## src/rtl/med_pkg.sv

```systemverilog
package med_pkg;
  // ************************************************************
  // register map (byte addresses, one aligned word each)
  // ************************************************************
  localparam logic [4:0] GEN_CTRL_OFS  = 5'h00; // general control
  localparam logic [4:0] GEN_STAT_OFS  = 5'h04; // general status
  localparam logic [4:0] MGMT_CFG_OFS  = 5'h08; // management config
  localparam logic [4:0] MGMT_DATA_OFS = 5'h0C; // management data pin

  // ************************************************************
  // general control fields
  // ************************************************************
  localparam int CTL_CODEC_BIT   = 0; // serial_codec_mode
  localparam int CTL_LOOP_BIT    = 1; // loopback_ctl
  localparam int CTL_VENDOR_BIT  = 2; // vendor transceiver mode
  localparam int CTL_CABLE_BIT   = 3; // cable_type_sel
  localparam int CTL_PORT_LO     = 4; // port_type_sel[0]
  localparam int CTL_PORT_HI     = 5; // port_type_sel[1]
  localparam int CTL_PDN_BIT     = 6; // power_down_ctl
  localparam int CTL_LNKDIS_BIT  = 7; // link_disable_ctl
  localparam logic [7:0] CTL_RESET = 8'h00;

  // ************************************************************
  // general status fields
  // ************************************************************
  localparam int STA_CRS_BIT   = 0;  // live carrier sense
  localparam int STA_COL_BIT   = 1;  // live collision
  localparam int STA_MDC_BIT   = 2;  // management clock level
  localparam int STA_RXDV_BIT  = 10; // gp input, rx data valid pin
  localparam int STA_RXER_BIT  = 11; // gp input, rx error pin
  localparam int STA_RXD3_BIT  = 12; // gp input, rx data line 3
  localparam int STA_RXD1_BIT  = 13; // gp input, rx data line 1
  localparam int STA_RXD2_BIT  = 15; // gp input, rx data line 2

  // ************************************************************
  // management config / data fields
  // ************************************************************
  localparam logic [2:0] CLKSEL_RESET   = 3'h7;  // slowest clock
  localparam logic [9:0] MDC_HALF_BASE  = 10'h004; // half period, sel 0
  localparam int MDD_OUT_BIT = 0; // value driven on data pin
  localparam int MDD_OE_BIT  = 1; // drive enable of data pin
  localparam int MDD_IN_BIT  = 2; // synchronised pin level
  localparam logic [1:0] MDD_RESET = 2'h0;
endpackage : med_pkg

```

## src/rtl/med_sync.sv

```systemverilog
`timescale 1ns/1ps
// two-flop level synchroniser, stage one read only by stage two
module med_sync #(
  parameter int W = 6
) (
  input  wire logic         sys_clk_in,
  input  wire logic         sys_rst_in,
  input  wire logic [W-1:0] d_in,
  output logic      [W-1:0] q_out
);
  typedef struct packed {
    logic [W-1:0] s1; // metastability catcher
    logic [W-1:0] s2; // safe output
  } med_sync_t;

  med_sync_t st_reg;
  med_sync_t st_next;

  // shift one stage per clock
  always_comb begin
    st_next.s1 = d_in;
    st_next.s2 = st_reg.s1;
  end

  always_ff @(posedge sys_clk_in or posedge sys_rst_in) begin
    if (sys_rst_in) begin
      st_reg <= '0;
    end else begin
      st_reg <= st_next;
    end
  end

  assign q_out = st_reg.s2;
endmodule : med_sync

```

## src/rtl/med_clkdiv.sv

```systemverilog
`timescale 1ns/1ps
// one-cycle tick every half period of the management clock
module med_clkdiv (
  input  wire logic       sys_clk_in,
  input  wire logic       sys_rst_in,
  input  wire logic [2:0] sel_in,
  output logic            tick_out
);
  typedef struct packed {
    logic [9:0] cnt;  // cycles left in this half period
    logic       tick; // registered tick
  } med_div_t;

  med_div_t st_reg;
  med_div_t st_next;
  logic [9:0] half_len; // half period in system cycles

  // half period doubles with each step of the select field
  always_comb begin
    half_len = 10'(MDC_HALF_LEN(sel_in));
    st_next  = st_reg;
    st_next.tick = 1'b0;
    if (st_reg.cnt == 10'h000) begin
      st_next.cnt  = 10'(half_len - 10'h001);
      st_next.tick = 1'b1;
    end else begin
      st_next.cnt = 10'(st_reg.cnt - 10'h001);
    end
  end

  function automatic logic [9:0] MDC_HALF_LEN(input logic [2:0] s);
    MDC_HALF_LEN = 10'(med_pkg::MDC_HALF_BASE << s);
  endfunction : MDC_HALF_LEN

  always_ff @(posedge sys_clk_in or posedge sys_rst_in) begin
    if (sys_rst_in) begin
      st_reg <= '0;
    end else begin
      st_reg <= st_next;
    end
  end

  assign tick_out = st_reg.tick;
endmodule : med_clkdiv

```

## src/rtl/med_mii_if.sv

```systemverilog
`timescale 1ns/1ps
// Function
// - codec mode gp pins from control/status regs
// - mgmt clock pin = loopback xor vendor mode
// - mgmt data pin outputs cable type select
// - tx line 3/2 from port type bits 0/1
// - tx line 1 inverted power-down, open collector
// - tx error pin shows link disable bit
// - codec serial transmit on tx line 0 only
// - codec serial receive on rx line 0 only
// - rx lines 3/2/1 in status 12/15/13
// - rx error bit 11, rx valid bit 10
// - mgmt clock divided by select field
// - mgmt data shared, drive only when released
// - tx nibble driven on phy tx clock
// - tx enable exactly with valid tx data
// - tx error flags error in stream
// - rx nibble sampled on phy rx clock
module med_mii_if (
  input  wire logic        sys_clk_in,
  input  wire logic        sys_rst_in,
  // ahb-lite slave
  input  wire logic        hsel_in,
  input  wire logic [31:0] haddr_in,
  input  wire logic [1:0]  htrans_in,
  input  wire logic        hwrite_in,
  input  wire logic [2:0]  hsize_in,
  input  wire logic [31:0] hwdata_in,
  input  wire logic        hready_in,
  output logic      [31:0] hrdata_out,
  output logic             hreadyout_out,
  output logic             hresp_out,
  // mac transmit side
  input  wire logic [3:0]  tx_data_in,
  input  wire logic        tx_valid_in,
  input  wire logic        tx_err_in,
  output logic             tx_take_out,
  // mac receive side
  output logic      [3:0]  rx_data_out,
  output logic             rx_valid_out,
  output logic             rx_err_out,
  output logic             crs_out,
  output logic             col_out,
  // phy pins
  output logic             mdc_out,
  input  wire logic        mdio_in,
  output logic             mdio_out,
  output logic             mdio_oe_out,
  input  wire logic        txclk_in,
  output logic      [3:0]  txd_out,
  output logic             txd1_oe_out,
  output logic             txen_out,
  output logic             txer_out,
  input  wire logic        col_in,
  input  wire logic        crs_in,
  input  wire logic        rxclk_in,
  input  wire logic [3:0]  rxd_in,
  input  wire logic        rxer_in,
  input  wire logic        rxdv_in
);
  // ************************************************************
  // state
  // ************************************************************
  typedef struct packed {
    logic [7:0]  ctrl;     // general control
    logic [2:0]  clk_sel;  // management clock select
    logic [1:0]  mdd;      // software data pin value / enable
    logic        wr_pend;  // write data phase pending
    logic [4:0]  wr_addr;  // address of pending write
    logic [31:0] hrdata;   // read data
    logic        hready;   // reset loads 0, ready from first clock after reset, zero wait
    logic        txclk_q;  // previous tx clock level
    logic        rxclk_q;  // previous rx clock level
    logic [3:0]  txd;
    logic        txd1_oe;
    logic        txen;
    logic        txer;
    logic        tx_take;
    logic        mdc;
    logic        mdio_o;
    logic        mdio_oe;
    logic [3:0]  rxd;
    logic        rx_valid;
    logic        rx_err;
    logic        crs;
    logic        col;
  } med_state_t;

  med_state_t st_reg;
  med_state_t st_next;

  logic       mdc_tick;  // half-period tick of management clock
  logic [5:0] gp_sync;   // {mdio, rxdv, rxer, rxd3..1} synchronised
  logic [31:0] stat_word; // live status word
  logic       codec;     // serial codec mode selected
  logic       tx_fall;   // falling edge of phy tx clock
  logic       rx_rise;   // rising edge of phy rx clock
  logic       addr_ph;   // valid address phase

  // ************************************************************
  // helpers
  // ************************************************************
  med_clkdiv u_div (
    .sys_clk_in (sys_clk_in),
    .sys_rst_in (sys_rst_in),
    .sel_in     (st_reg.clk_sel),
    .tick_out   (mdc_tick)
  );

  // gp inputs cross through two flops before software sees them
  med_sync #(.W(6)) u_sync (
    .sys_clk_in (sys_clk_in),
    .sys_rst_in (sys_rst_in),
    .d_in       ({mdio_in, rxdv_in, rxer_in, rxd_in[3:1]}),
    .q_out      (gp_sync)
  );

  // word index decode, used for both reads and writes
  function automatic logic [4:0] word_addr(input logic [31:0] a);
    word_addr = {a[4:2], 2'h0};
  endfunction : word_addr

  // ************************************************************
  // status word
  // ************************************************************
  always_comb begin
    stat_word = '0;
    stat_word[med_pkg::STA_CRS_BIT]  = st_reg.crs;
    stat_word[med_pkg::STA_COL_BIT]  = st_reg.col;
    stat_word[med_pkg::STA_MDC_BIT]  = st_reg.mdc;
    stat_word[med_pkg::STA_RXD1_BIT] = gp_sync[0];
    stat_word[med_pkg::STA_RXD2_BIT] = gp_sync[1];
    stat_word[med_pkg::STA_RXD3_BIT] = gp_sync[2];
    stat_word[med_pkg::STA_RXER_BIT] = gp_sync[3];
    stat_word[med_pkg::STA_RXDV_BIT] = gp_sync[4];
  end

  assign codec   = st_reg.ctrl[med_pkg::CTL_CODEC_BIT];
  assign tx_fall = st_reg.txclk_q & ~txclk_in;
  assign rx_rise = ~st_reg.rxclk_q & rxclk_in;
  assign addr_ph = hsel_in & hready_in & htrans_in[1];

  // ************************************************************
  // next state
  // ************************************************************
  always_comb begin
    st_next = st_reg;
    st_next.hready  = 1'b1;
    st_next.txclk_q = txclk_in;
    st_next.rxclk_q = rxclk_in;
    st_next.tx_take = 1'b0;
    st_next.rx_valid = 1'b0;

    // bus write lands in its data phase
    if (st_reg.wr_pend) begin
      case (st_reg.wr_addr)
        med_pkg::GEN_CTRL_OFS:  st_next.ctrl    = hwdata_in[7:0];
        med_pkg::MGMT_CFG_OFS:  st_next.clk_sel = hwdata_in[2:0];
        med_pkg::MGMT_DATA_OFS: st_next.mdd     = hwdata_in[1:0];
        default: ; // unmapped or read-only, ignored
      endcase
    end
    st_next.wr_pend = addr_ph & hwrite_in;
    st_next.wr_addr = word_addr(haddr_in);

    // read data prepared in address phase; unmapped reads zero
    if (addr_ph & ~hwrite_in) begin
      case (word_addr(haddr_in))
        med_pkg::GEN_CTRL_OFS:  st_next.hrdata = {24'h000000, st_reg.ctrl};
        med_pkg::GEN_STAT_OFS:  st_next.hrdata = stat_word;
        med_pkg::MGMT_CFG_OFS:  st_next.hrdata = {29'h0, st_reg.clk_sel};
        med_pkg::MGMT_DATA_OFS:
          st_next.hrdata = {29'h0, gp_sync[5], st_reg.mdd};
        default:                st_next.hrdata = 32'h0000_0000;
      endcase
    end

    // carrier and collision are levels kept by the phy
    st_next.crs = crs_in;
    st_next.col = col_in;

    if (codec) begin
      // pins become general-purpose outputs of the control reg
      st_next.mdc = st_reg.ctrl[med_pkg::CTL_LOOP_BIT] ^
                    st_reg.ctrl[med_pkg::CTL_VENDOR_BIT];
      st_next.mdio_o  = st_reg.ctrl[med_pkg::CTL_CABLE_BIT];
      st_next.mdio_oe = 1'b1;
      st_next.txd[3]  = st_reg.ctrl[med_pkg::CTL_PORT_LO];
      st_next.txd[2]  = st_reg.ctrl[med_pkg::CTL_PORT_HI];
      // open collector: only ever pulls the line low
      st_next.txd[1]  = ~st_reg.ctrl[med_pkg::CTL_PDN_BIT];
      st_next.txd1_oe = st_reg.ctrl[med_pkg::CTL_PDN_BIT];
      st_next.txer    = st_reg.ctrl[med_pkg::CTL_LNKDIS_BIT];
      if (tx_fall) begin
        // serial bit on line 0 only
        st_next.txd[0]  = tx_valid_in ? tx_data_in[0] : 1'b0;
        st_next.txen    = tx_valid_in;
        st_next.tx_take = tx_valid_in;
      end
      if (rx_rise) begin
        st_next.rxd      = {3'h0, rxd_in[0]};
        st_next.rx_valid = 1'b1;
        st_next.rx_err   = 1'b0;
      end
    end else begin
      // divided management clock toggles on each half-period tick
      if (mdc_tick) begin
        st_next.mdc = ~st_reg.mdc;
      end
      // software owns the data pin; it must release before phy drives
      st_next.mdio_o  = st_reg.mdd[med_pkg::MDD_OUT_BIT];
      st_next.mdio_oe = st_reg.mdd[med_pkg::MDD_OE_BIT];
      st_next.txd1_oe = 1'b1;
      // change on falling edge so data is settled at phy rising edge
      if (tx_fall) begin
        st_next.txd     = tx_valid_in ? tx_data_in : 4'h0;
        st_next.txen    = tx_valid_in;
        st_next.txer    = tx_valid_in & tx_err_in;
        st_next.tx_take = tx_valid_in;
      end
      if (rx_rise) begin
        st_next.rxd      = rxd_in;
        st_next.rx_valid = rxdv_in;
        st_next.rx_err   = rxdv_in & rxer_in;
      end
    end
  end

  // ************************************************************
  // registers
  // ************************************************************
  always_ff @(posedge sys_clk_in or posedge sys_rst_in) begin
    if (sys_rst_in) begin
      st_reg         <= '0;
      st_reg.ctrl    <= med_pkg::CTL_RESET;
      st_reg.clk_sel <= med_pkg::CLKSEL_RESET;
      st_reg.mdd     <= med_pkg::MDD_RESET;
    end else begin
      st_reg <= st_next;
    end
  end

  // outputs, all straight from flops except hresp_out, tied low
  assign hrdata_out    = st_reg.hrdata;
  assign hreadyout_out = st_reg.hready;
  assign hresp_out     = 1'b0;
  assign tx_take_out   = st_reg.tx_take;
  assign rx_data_out   = st_reg.rxd;
  assign rx_valid_out  = st_reg.rx_valid;
  assign rx_err_out    = st_reg.rx_err;
  assign crs_out       = st_reg.crs;
  assign col_out       = st_reg.col;
  assign mdc_out       = st_reg.mdc;
  assign mdio_out      = st_reg.mdio_o;
  assign mdio_oe_out   = st_reg.mdio_oe;
  assign txd_out       = st_reg.txd;
  assign txd1_oe_out   = st_reg.txd1_oe;
  assign txen_out      = st_reg.txen;
  assign txer_out      = st_reg.txer;

  // ************************************************************
  // assertions
  // ************************************************************
  property p_mdc_xor;
    @(posedge sys_clk_in) disable iff (sys_rst_in)
    codec |=> mdc_out == $past(st_reg.ctrl[1] ^ st_reg.ctrl[2]);
  endproperty
  a_mdc_xor: assert property (p_mdc_xor)
    else $error("mgmt clock not loopback xor vendor in codec mode");

  property p_mdio_cable;
    @(posedge sys_clk_in) disable iff (sys_rst_in)
    codec |=> mdio_oe_out && (mdio_out == $past(st_reg.ctrl[3]));
  endproperty
  a_mdio_cable: assert property (p_mdio_cable)
    else $error("mgmt data pin not cable select in codec mode");

  property p_port_type;
    @(posedge sys_clk_in) disable iff (sys_rst_in)
    codec |=> txd_out[3:2] == {$past(st_reg.ctrl[4]),
                               $past(st_reg.ctrl[5])};
  endproperty
  a_port_type: assert property (p_port_type)
    else $error("tx lines 3/2 do not follow port type bits");

  property p_pdn_oc;
    @(posedge sys_clk_in) disable iff (sys_rst_in)
    codec ##1 codec |-> (txd1_oe_out == $past(st_reg.ctrl[6])) &&
                        (!txd1_oe_out || !txd_out[1]);
  endproperty
  a_pdn_oc: assert property (p_pdn_oc)
    else $error("tx line 1 open collector wrong");

  property p_lnkdis;
    @(posedge sys_clk_in) disable iff (sys_rst_in)
    codec |=> txer_out == $past(st_reg.ctrl[7]);
  endproperty
  a_lnkdis: assert property (p_lnkdis)
    else $error("tx error pin not link disable in codec mode");

  property p_serial_rx;
    @(posedge sys_clk_in) disable iff (sys_rst_in)
    (codec && rx_rise) |=> rx_valid_out && rx_data_out[3:1] == 3'h0;
  endproperty
  a_serial_rx: assert property (p_serial_rx)
    else $error("serial receive used more than line 0");

  property p_gp_rxd3;
    @(posedge sys_clk_in) disable iff (sys_rst_in)
    rxd_in[3] [*3] |-> stat_word[12];
  endproperty
  a_gp_rxd3: assert property (p_gp_rxd3)
    else $error("status bit 12 does not follow rx line 3");

  property p_gp_rxdv;
    @(posedge sys_clk_in) disable iff (sys_rst_in)
    !rxdv_in ##1 rxdv_in |=> !stat_word[10] ##1 stat_word[10];
  endproperty
  a_gp_rxdv: assert property (p_gp_rxdv)
    else $error("rx valid status not two flops behind pin");

  property p_txen_valid;
    @(posedge sys_clk_in) disable iff (sys_rst_in)
    (!codec && tx_fall) |=> txen_out == $past(tx_valid_in) &&
                            (txen_out || txd_out == 4'h0);
  endproperty
  a_txen_valid: assert property (p_txen_valid)
    else $error("tx enable not aligned with tx data");

  property p_mdc_tick;
    @(posedge sys_clk_in) disable iff (sys_rst_in)
    (!codec && $past(!codec) && $changed(mdc_out)) |-> $past(mdc_tick);
  endproperty
  a_mdc_tick: assert property (p_mdc_tick)
    else $error("mgmt clock toggled without divider tick");
endmodule : med_mii_if

```

## config.mk

```make
export PLATFORM = sky130hd
export DESIGN_NAME = med_mii_if
export DESIGN_NICKNAME = d
export VERILOG_FILES = /design/src/rtl/med_pkg.sv /design/src/rtl/med_sync.sv /design/src/rtl/med_clkdiv.sv /design/src/rtl/med_mii_if.sv
export SDC_FILE = /design/constraint.sdc
export NUM_CORES = 1
export LEC_CHECK = 0
export ABC_AREA = 0
export BUFFER_PORTS_ARGS = -buffer_cell sky130_fd_sc_hd__buf_4
export CORE_MARGIN = 2
export CORE_UTILIZATION = 47
export CTS_CLUSTER_SIZE = 12
export DETAILED_ROUTE_END_ITERATION = 16
export PLACE_DENSITY = 0.75
export SETUP_SLACK_MARGIN = 0.3
export SYNTH_ARGS = -nofsm -noshare
export SYNTH_HDL_FRONTEND = slang
export SYNTH_HIERARCHICAL = 1
export SYNTH_SLANG_ARGS = --single-unit
```

## constraint.sdc

```tcl
create_clock -name sys_clk_in -period 3.14 [get_ports sys_clk_in]
set_input_delay 0.157 -clock sys_clk_in [delete_from_list [all_inputs] [get_ports sys_clk_in]]
set_output_delay 0.157 -clock sys_clk_in [all_outputs]
set_load 0.005 [all_outputs]
```

==> impl_metrics.py, run 1 <==
metrics = {
    "run_status": {
        "status": "finished, final reports clean",
    },
    "cells_and_area": {
        "final.fill_count": 582,
        "seqCellArea_um2": 1880,
        "post-route-util_pct": 58.9,
        "multi_input_comb_area_um2": 1070,
        "largest_register_ff_count": 18,
        "drive_above_1_share_pct": 31.7,
        "final-instance-count-excl-fill": 443,
        "antenna-diode-count": 0,
        "nets": 435,
        "syn_to_final_growth_pct": 21.7,
    },
    "pwr": {
        "vdd_drop_max_mv": 0.353,
        "clockPowerShare_pct": 36.3,
        "power_mw": 2.45,
        "p_int_mw": 1.85,
        "switching_power_mw": 0.600,
        "seq_power_share_pct": 50.0,
        "power_switching_share_pct": 24.5,
        "power_density_nw_per_um2": 612,
        "comb_power_share_pct": 13.7,
        "cellLeakagePower_nw": 1.90,
    },
    "synth": {
        "synth_seq_cells": 75,
        "synth_area_leader_cell": "sky130_fd_sc_hd__dfrtp_1",
        "synth.cell_area_um2": 3290,
        "post_synth.cell_area_avg_um2": 11.6,
        "yosys.cell_types.count": 45,
        "ys_async_sr_fraction_pct": 100,
        "netlist_top_cells_area": "sky130_fd_sc_hd__dfrtp_1 55%, sky130_fd_sc_hd__buf_4 9.4%, sky130_fd_sc_hd__mux2_2 5.1%",
        "synthesis.yosys.warnings": 6,
        "ys_dominant_reg_cell": "sky130_fd_sc_hd__dfrtp_1",
        "netlist_instances": 284,
        "portion_of_the_post_synthesis_area_used_by_sequential_elements_pct": 57.2,
        "yosys.area.top_type_share_pct": 54.8,
        "synth_edf_count": 0,
    },
    "worst_setup_path": {
        "rrSetupSlack_ns": 0.61,
        "criticalPathCategory": "flop to flop",
        "timing.critical_path.required_ns": 3.41,
        "worstSetupEndpointType": "flop",
        "start_kind": "flop",
        "crit-reg2reg-launch": "u_div/st_reg[1]$_DFF_PP0_",
        "worst-endpoint-arrival_ns": 2.79,
        "slowest_delay_ns": 0.61,
        "crit_path_top_delay_cell": "sky130_fd_sc_hd__or4_4",
        "worstPathCellList": "inv_1 -> ha_1 -> or3b_1 -> or4_4 -> clkinv_8 -> nor2_2 -> or4_1 -> o21ai_1",
        "reg2regPathDepth": 8,
        "worstPathBufferInverterCount": 2,
        "timing.critical_path.fanout_max": 7,
        "r2r-end": "u_div/st_reg[6]$_DFF_PP0_",
        "critical-path-top-delay-family": "simple AND/OR/NAND/NOR gates",
    },
    "floorplanning": {
        "die_area_um2": 7680,
        "core_um2": 6790,
        "rows": 30,
        "height_of_the_die_um": 87.6,
        "die-width_um": 87.6,
        "initial_cell_density_of_the_core_pct": 48.4,
        "io_pins": 144,
    },
    "grt": {
        "global_route.overflow_total": 0,
        "grt.total_usage_pct": 17.0,
        "antenna_found_initial": 0,
        "grt_max_degree": 53,
        "first_global_vias": 1996,
        "grt_pass1_wl_um": 9790,
    },
    "clock_tree": {
        "holdBufCountCts": 14,
        "cts_num_sinks": 75,
        "cts_tree": "done",
        "ctsLongestPathBuffers": 2,
        "clockRootBuffer": "sky130_fd_sc_hd__clkbuf_8",
        "htree_num_levels": 3,
        "cts_setup_buffers": 0,
        "cts_buffers": 9,
        "worst_setup_hold_path_clk_slew_ns": 0.08,
        "post_cts.resized_instances": 0,
        "clock_latency_ns": 0.34,
    },
    "worst_hold_path": {
        "min-delay-path-class": "input pin to flop",
        "hold_path_end": "rx_data_out[0]$_DFFE_PP0P_",
        "min_delay_path_depth": 2,
        "hold_path_startpoint": "rxd_in[0]",
    },
    "place": {
        "port-buffer-count": 66,
        "place_inst": 414,
        "hpwlAfterDp_um": 4310,
        "globalplace.congestion": 0.810,
    },
    "timing": {
        "final_period_minus_worst_setup_slack_ns": 2.53,
        "report.final.slew_viol_count": 0,
        "setup_viol": 0,
        "finalCritPeriodShare_pct": 80.5,
        "slew_headroom_pct": 30.2,
        "peak_clock_frequency_supported_by_timing_mhz": 395,
        "setup_repair_after_global_routing_missed_its_margin": "no",
        "fin_setup_tns_ns": 0,
        "slew_of_the_pin_with_the_lowest_slew_margin_ns": 1.04,
        "final_hold_viol_count": 0,
        "worst_clock_skew_ns": 0.00920,
    },
    "detailed_routing": {
        "detail_route.iter0.violations": 102,
        "detail_route.vias_per_cell": 4.76,
        "drt_first_pass_iters": 4,
        "drc": 0,
        "finalWirelength_um": 6150,
        "avgRoutedWirePerCell_um": 13.9,
        "drtAntennaViolNets": 0,
        "routed-via-count": 2107,
    },
    "flow_run": {
        "timing.max_cap.violations": 0,
    },
}
[power groups by stage]
stage	logic [mW]	clock network (mW)	registers [mW]
3_5_place_dp	0.328	0	1.24
2_1_floorplan	0.256	0	1.19
3_3_place_gp	0.318	0	1.24
6_report	0.336	0.888	1.23
5_1_grt	0.376	0.957	1.25
4_1_cts	0.342	0.908	1.22
[worst max path at each step]
| stage | end | start | cells past startpoint | slack [ns] |
|---|---|---|---|---|
| floorplan | u_div/st_reg[6]$_DFF_PP0_ | u_div/st_reg[1]$_DFF_PP0_ | 10 | 0.74 |
| global placement | u_div/st_reg[6]$_DFF_PP0_ | u_div/st_reg[1]$_DFF_PP0_ | 8 | 0.64 |
| detailed placement | u_div/st_reg[6]$_DFF_PP0_ | u_div/st_reg[1]$_DFF_PP0_ | 8 | 0.65 |
| CTS | u_div/st_reg[6]$_DFF_PP0_ | u_div/st_reg[1]$_DFF_PP0_ | 8 | 0.60 |
| global route | u_div/st_reg[6]$_DFF_PP0_ | u_div/st_reg[1]$_DFF_PP0_ | 8 | 0.49 |
| finish | u_div/st_reg[6]$_DFF_PP0_ | u_div/st_reg[1]$_DFF_PP0_ | 8 | 0.61 |
[synthesized netlist by cell type (all sizes together) (4+ instances only)]
| cell | count |
|---|---|
| xnor2 | 5 |
| a21oi | 8 |
| and4b | 4 |
| inv | 10 |
| dfrtp | 72 |
| or4 | 4 |
| o21ai | 22 |
| buf | 43 |
| nand2 | 33 |
| mux2 | 15 |
| clkbuf | 8 |
| nor2 | 10 |
| nand2b | 6 |
[kinds of logic after synthesis]
kind of cell    Yosys count  synth area share (%)
xor+xnor                  6                  1.60
other cells               2                 0.228
flops                    75                  57.2
mux                      20                  7.80
simple gates             76                  13.0
compound gates           42                  7.42
fa+ha+maj                 1                 0.380
buf+inv                  62                  12.4
[layout by cell type (no fill, tap or decap), types with 5 or more instances in the layout]
master / Yosys / routed
sky130_fd_sc_hd__nand2b_1: 6 / 6
sky130_fd_sc_hd__clkbuf_8: 0 / 10
sky130_fd_sc_hd__xnor2_1: 5 / 5
sky130_fd_sc_hd__nor2_1: 9 / 9
sky130_fd_sc_hd__mux2_2: 15 / 15
sky130_fd_sc_hd__o21ai_0: 21 / 21
sky130_fd_sc_hd__inv_1: 10 / 9
sky130_fd_sc_hd__dlygate4sd3_1: 0 / 14
sky130_fd_sc_hd__nand2_1: 33 / 33
sky130_fd_sc_hd__conb_1: 2 / 21
sky130_fd_sc_hd__a21oi_1: 8 / 8
sky130_fd_sc_hd__dfrtp_1: 72 / 72
sky130_fd_sc_hd__buf_4: 41 / 66
[layout make-up]
class	instances	area share (%)
inverters	11	1.34
multi-input cells	166	26.8
flip-flops and latches	75	47.0
clock inverters	4	2.47
repair buffers	80	15.9
clock buffers	11	3.53
well taps	96	3.00
[metrics by stage]
step	hold WS [ns]	setup WS, ns	cell area [µm²]
after floorplan	0.00944	0.741	3360
after global placement	0.202	0.642	3620
after detailed placement	0.210	0.649	3620
after CTS	0.0230	0.604	4000
after global routing	0.0206	0.487	4000
final	0.0394	0.611	4000
[metal layers]
layer | vias to the layer above | routed length, µm | global-route usage, % | part of all wire [%]
met3 | 4 | 319 | 6.22 | 5.2
met1 | 1020 | 2780 | 23.0 | 45
li1 | 1016 | - | - | -
met2 | 67 | 3010 | 26.2 | 49
met4 | 0 | 39 | 4.62 | 0.63
met5 | - | 0 | 0 | 0
No activity file was read; power rests on OpenSTA's default activity.
==> run 2: changes to the inputs <==
- clock period: 3.14 -> 2.5 ns (I/O delays scaled with it)
==> run 2 against run 1 <==
Utilization up 1.4 points. Via count up 5.3%. Final area rose by 2.4%. Register-to-register slack got worse by 0.37 ns. Routed wire length increased by 3.3%. Critical path type unchanged. Hold slack lost 0.019 ns. Sequential share of layout area down 1.1 points. Sequential power rose by 26%. Final cell count increased by 2.7%.
==> impl_metrics.py, run 2 (same netlist as run 1, synthesis figures left out) <==
metrics = {
    "clock_tree": {
        "cts_tree": "done",
        "clockRootBuffer": "sky130_fd_sc_hd__clkbuf_8",
        "cts_num_sinks": 75,
        "ctsLongestPathBuffers": 2,
        "htree_num_levels": 3,
        "clock_latency_ns": 0.34,
        "worst_setup_hold_path_clk_slew_ns": 0.07,
        "cts_buffers": 9,
    },
    "worst_setup_path": {
        "critical-path-top-delay-family": "simple AND/OR/NAND/NOR gates",
        "start_kind": "flop",
        "worstSetupEndpointType": "flop",
        "slowest_delay_ns": 0.56,
        "critical-path-top-cell-by-count": "sky130_fd_sc_hd__or4_4",
        "timing.critical_path.fanout_max": 5,
        "worstPathCellList": "or4_4 -> or4_4 -> buf_4 -> nor2_2 -> a31oi_1 -> xnor2_1",
        "worstPathBufferInverterCount": 1,
        "criticalPathCategory": "flop to flop",
        "worst-endpoint-arrival_ns": 2.47,
        "crit_path_top_delay_cell": "sky130_fd_sc_hd__or4_4",
        "timing.critical_path.required_ns": 2.71,
    },
    "pwr": {
        "cellLeakagePower_nw": 1.94,
        "clockPowerShare_pct": 33.5,
        "power_density_nw_per_um2": 741,
        "vdd_drop_max_mv": 0.362,
        "p_int_mw": 2.26,
        "power_mw": 3.03,
        "seq_power_share_pct": 51.0,
        "switching_power_mw": 0.777,
        "comb_power_share_pct": 15.5,
        "power_switching_share_pct": 25.6,
    },
    "floorplanning": {
        "height_of_the_die_um": 87.6,
        "core_um2": 6790,
        "die_area_um2": 7680,
        "die-width_um": 87.6,
        "initial_cell_density_of_the_core_pct": 48.4,
        "rows": 30,
        "io_pins": 144,
    },
    "timing": {
        "worst_clock_skew_ns": 0.00740,
        "setup_repair_after_global_routing_missed_its_margin": "yes",
        "slew_headroom_pct": 44.1,
        "final_period_minus_worst_setup_slack_ns": 2.26,
        "fin_setup_tns_ns": 0,
        "setup_viol": 0,
        "peak_clock_frequency_supported_by_timing_mhz": 442,
        "finalCritPeriodShare_pct": 90.6,
        "fin_worst_hold_slack_ns": 0.0203,
        "report.final.slew_viol_count": 0,
        "final_hold_viol_count": 0,
        "slew_of_the_pin_with_the_lowest_slew_margin_ns": 0.835,
    },
    "detailed_routing": {
        "finalWirelength_um": 6350,
        "detail_route.iter0.violations": 118,
        "detail_route.vias_per_cell": 4.88,
        "drc": 0,
        "avgRoutedWirePerCell_um": 14.0,
        "drt_first_pass_iters": 4,
        "drtAntennaViolNets": 0,
        "routed-via-count": 2219,
    },
    "place": {
        "globalplace.congestion": 0.792,
        "port-buffer-count": 66,
        "hpwlAfterDp_um": 4360,
    },
    "cells_and_area": {
        "mostFrequentLayoutCell": "sky130_fd_sc_hd__buf_4",
        "post-route-util_pct": 60.3,
        "largest_register_ff_count": 18,
        "most-common-layout-cells": "75 x sky130_fd_sc_hd__buf_4, 71 x sky130_fd_sc_hd__dfrtp_1, 33 x sky130_fd_sc_hd__nand2_1",
        "antenna-diode-count": 0,
        "nets": 446,
        "drive_above_1_share_pct": 35.7,
        "syn_to_final_growth_pct": 24.6,
    },
    "grt": {
        "global_route.overflow_total": 0,
        "grt_max_degree": 31,
        "antenna_found_initial": 0,
        "first_global_vias": 2053,
        "grt.total_usage_pct": 17.0,
        "grt_pass1_wl_um": 9940,
    },
    "worst_hold_path": {
        "min-delay-path-class": "input pin to flop",
    },
    "flow_run": {
        "timing.max_cap.violations": 0,
    },
    "run_status": {
        "status": "finished, final reports clean",
    },
}
==> run 2: changes by cell type in the layout (fill, tap and decap cells not counted), moves of 2 or more <==
cell / before / now
sky130_fd_sc_hd__buf_4: 66 / 75
sky130_fd_sc_hd__dlygate4sd3_1: 14 / 16
sky130_fd_sc_hd__nor2_1: 9 / 7
sky130_fd_sc_hd__nor2_2: 1 / 3
==> run 2: final timing paths <==
path	depth (start not counted)	to	slack [ns]	start
setup / recovery	6	u_div/st_reg[5]$_DFF_PP0_	0.24	u_div/st_reg[5]$_DFF_PP0_
hold / removal	2	st_reg[72]$_DFFE_PP0P_	0.02	hwdata_in[7]
hold reg to reg	0	u_sync/q_out[2]$_DFF_PP0_	0.35	u_sync/st_next[2]$_DFF_PP0_
max in group asynchronous	4	st_reg[63]$_DFFE_PP1P_	1.32	sys_rst_in
setup reg to reg	6	u_div/st_reg[5]$_DFF_PP0_	0.24	u_div/st_reg[5]$_DFF_PP0_
min in group asynchronous	3	u_div/st_reg[10]$_DFF_PP0_	0.35	sys_rst_in
==> run 2: layout make-up <==
| class | count | area (µm²) |
|---|---|---|
| Clock buffer | 12 | 145 |
| Clock inverter | 4 | 73.8 |
| Fill cell | 557 | 2700 |
| Tap cell | 96 | 120 |
| Timing Repair Buffer | 91 | 723 |
| Inverter | 11 | 53.8 |
| Multi-Input combinational cell | 166 | 1100 |
| Sequential cell | 75 | 1880 |
==> run 2: layer usage <==
layer / GRT usage [%] / vias to the layer above / share of wire (%)
li1: - / 1044 / -
met1: 22.7 / 1091 / 43
met2: 26.9 / 68 / 51
met3: 3.20 / 16 / 4.1
met4: 8.67 / 0 / 2.7
met5: 0 / - / 0
==> run 2: worst register-to-register path: cells and delay by family (launching register included) <==
| family | cells | cell delay (ns) |
|---|---|---|
| buffers and inverters | 1 | 0.19 |
| DFF | 1 | 0.43 |
| xor gates and xnor gates | 1 | 0.16 |
| AOI/OAI and AO/OA | 1 | 0.14 |
| and+or+nand+nor | 3 | 1.21 |
==> run 2: power groups by stage <==
stage	logic (mW)	registers [mW]	clock network (mW)
floorplan	0.323	1.50	0
global placement	0.400	1.55	0
detailed placement	0.415	1.56	0
CTS	0.433	1.54	1.04
global route	0.520	1.58	1.09
finish	0.470	1.55	1.02
==> run 2: timing repair <==
action | CTS | global route
pin swaps | 5 | 3
endpoints found under the hold margin | 59 | 1
resized for setup | 2 | 6
buffers inserted | 5 | 2
gates cloned | 0 | 0
hold buffers | 15 | 1
setup endpoints to repair | 2 | 6
==> run 2: metrics by stage <==
step | setup WS (ns) | cells | instance area [µm²]
floorplan | 0.213 | 303 | 3370
global placement | 0.200 | 416 | 3640
detailed placement | 0.176 | 416 | 3640
CTS | 0.236 | 452 | 4050
global route | 0.191 | 455 | 4100
finish | 0.236 | 455 | 4100
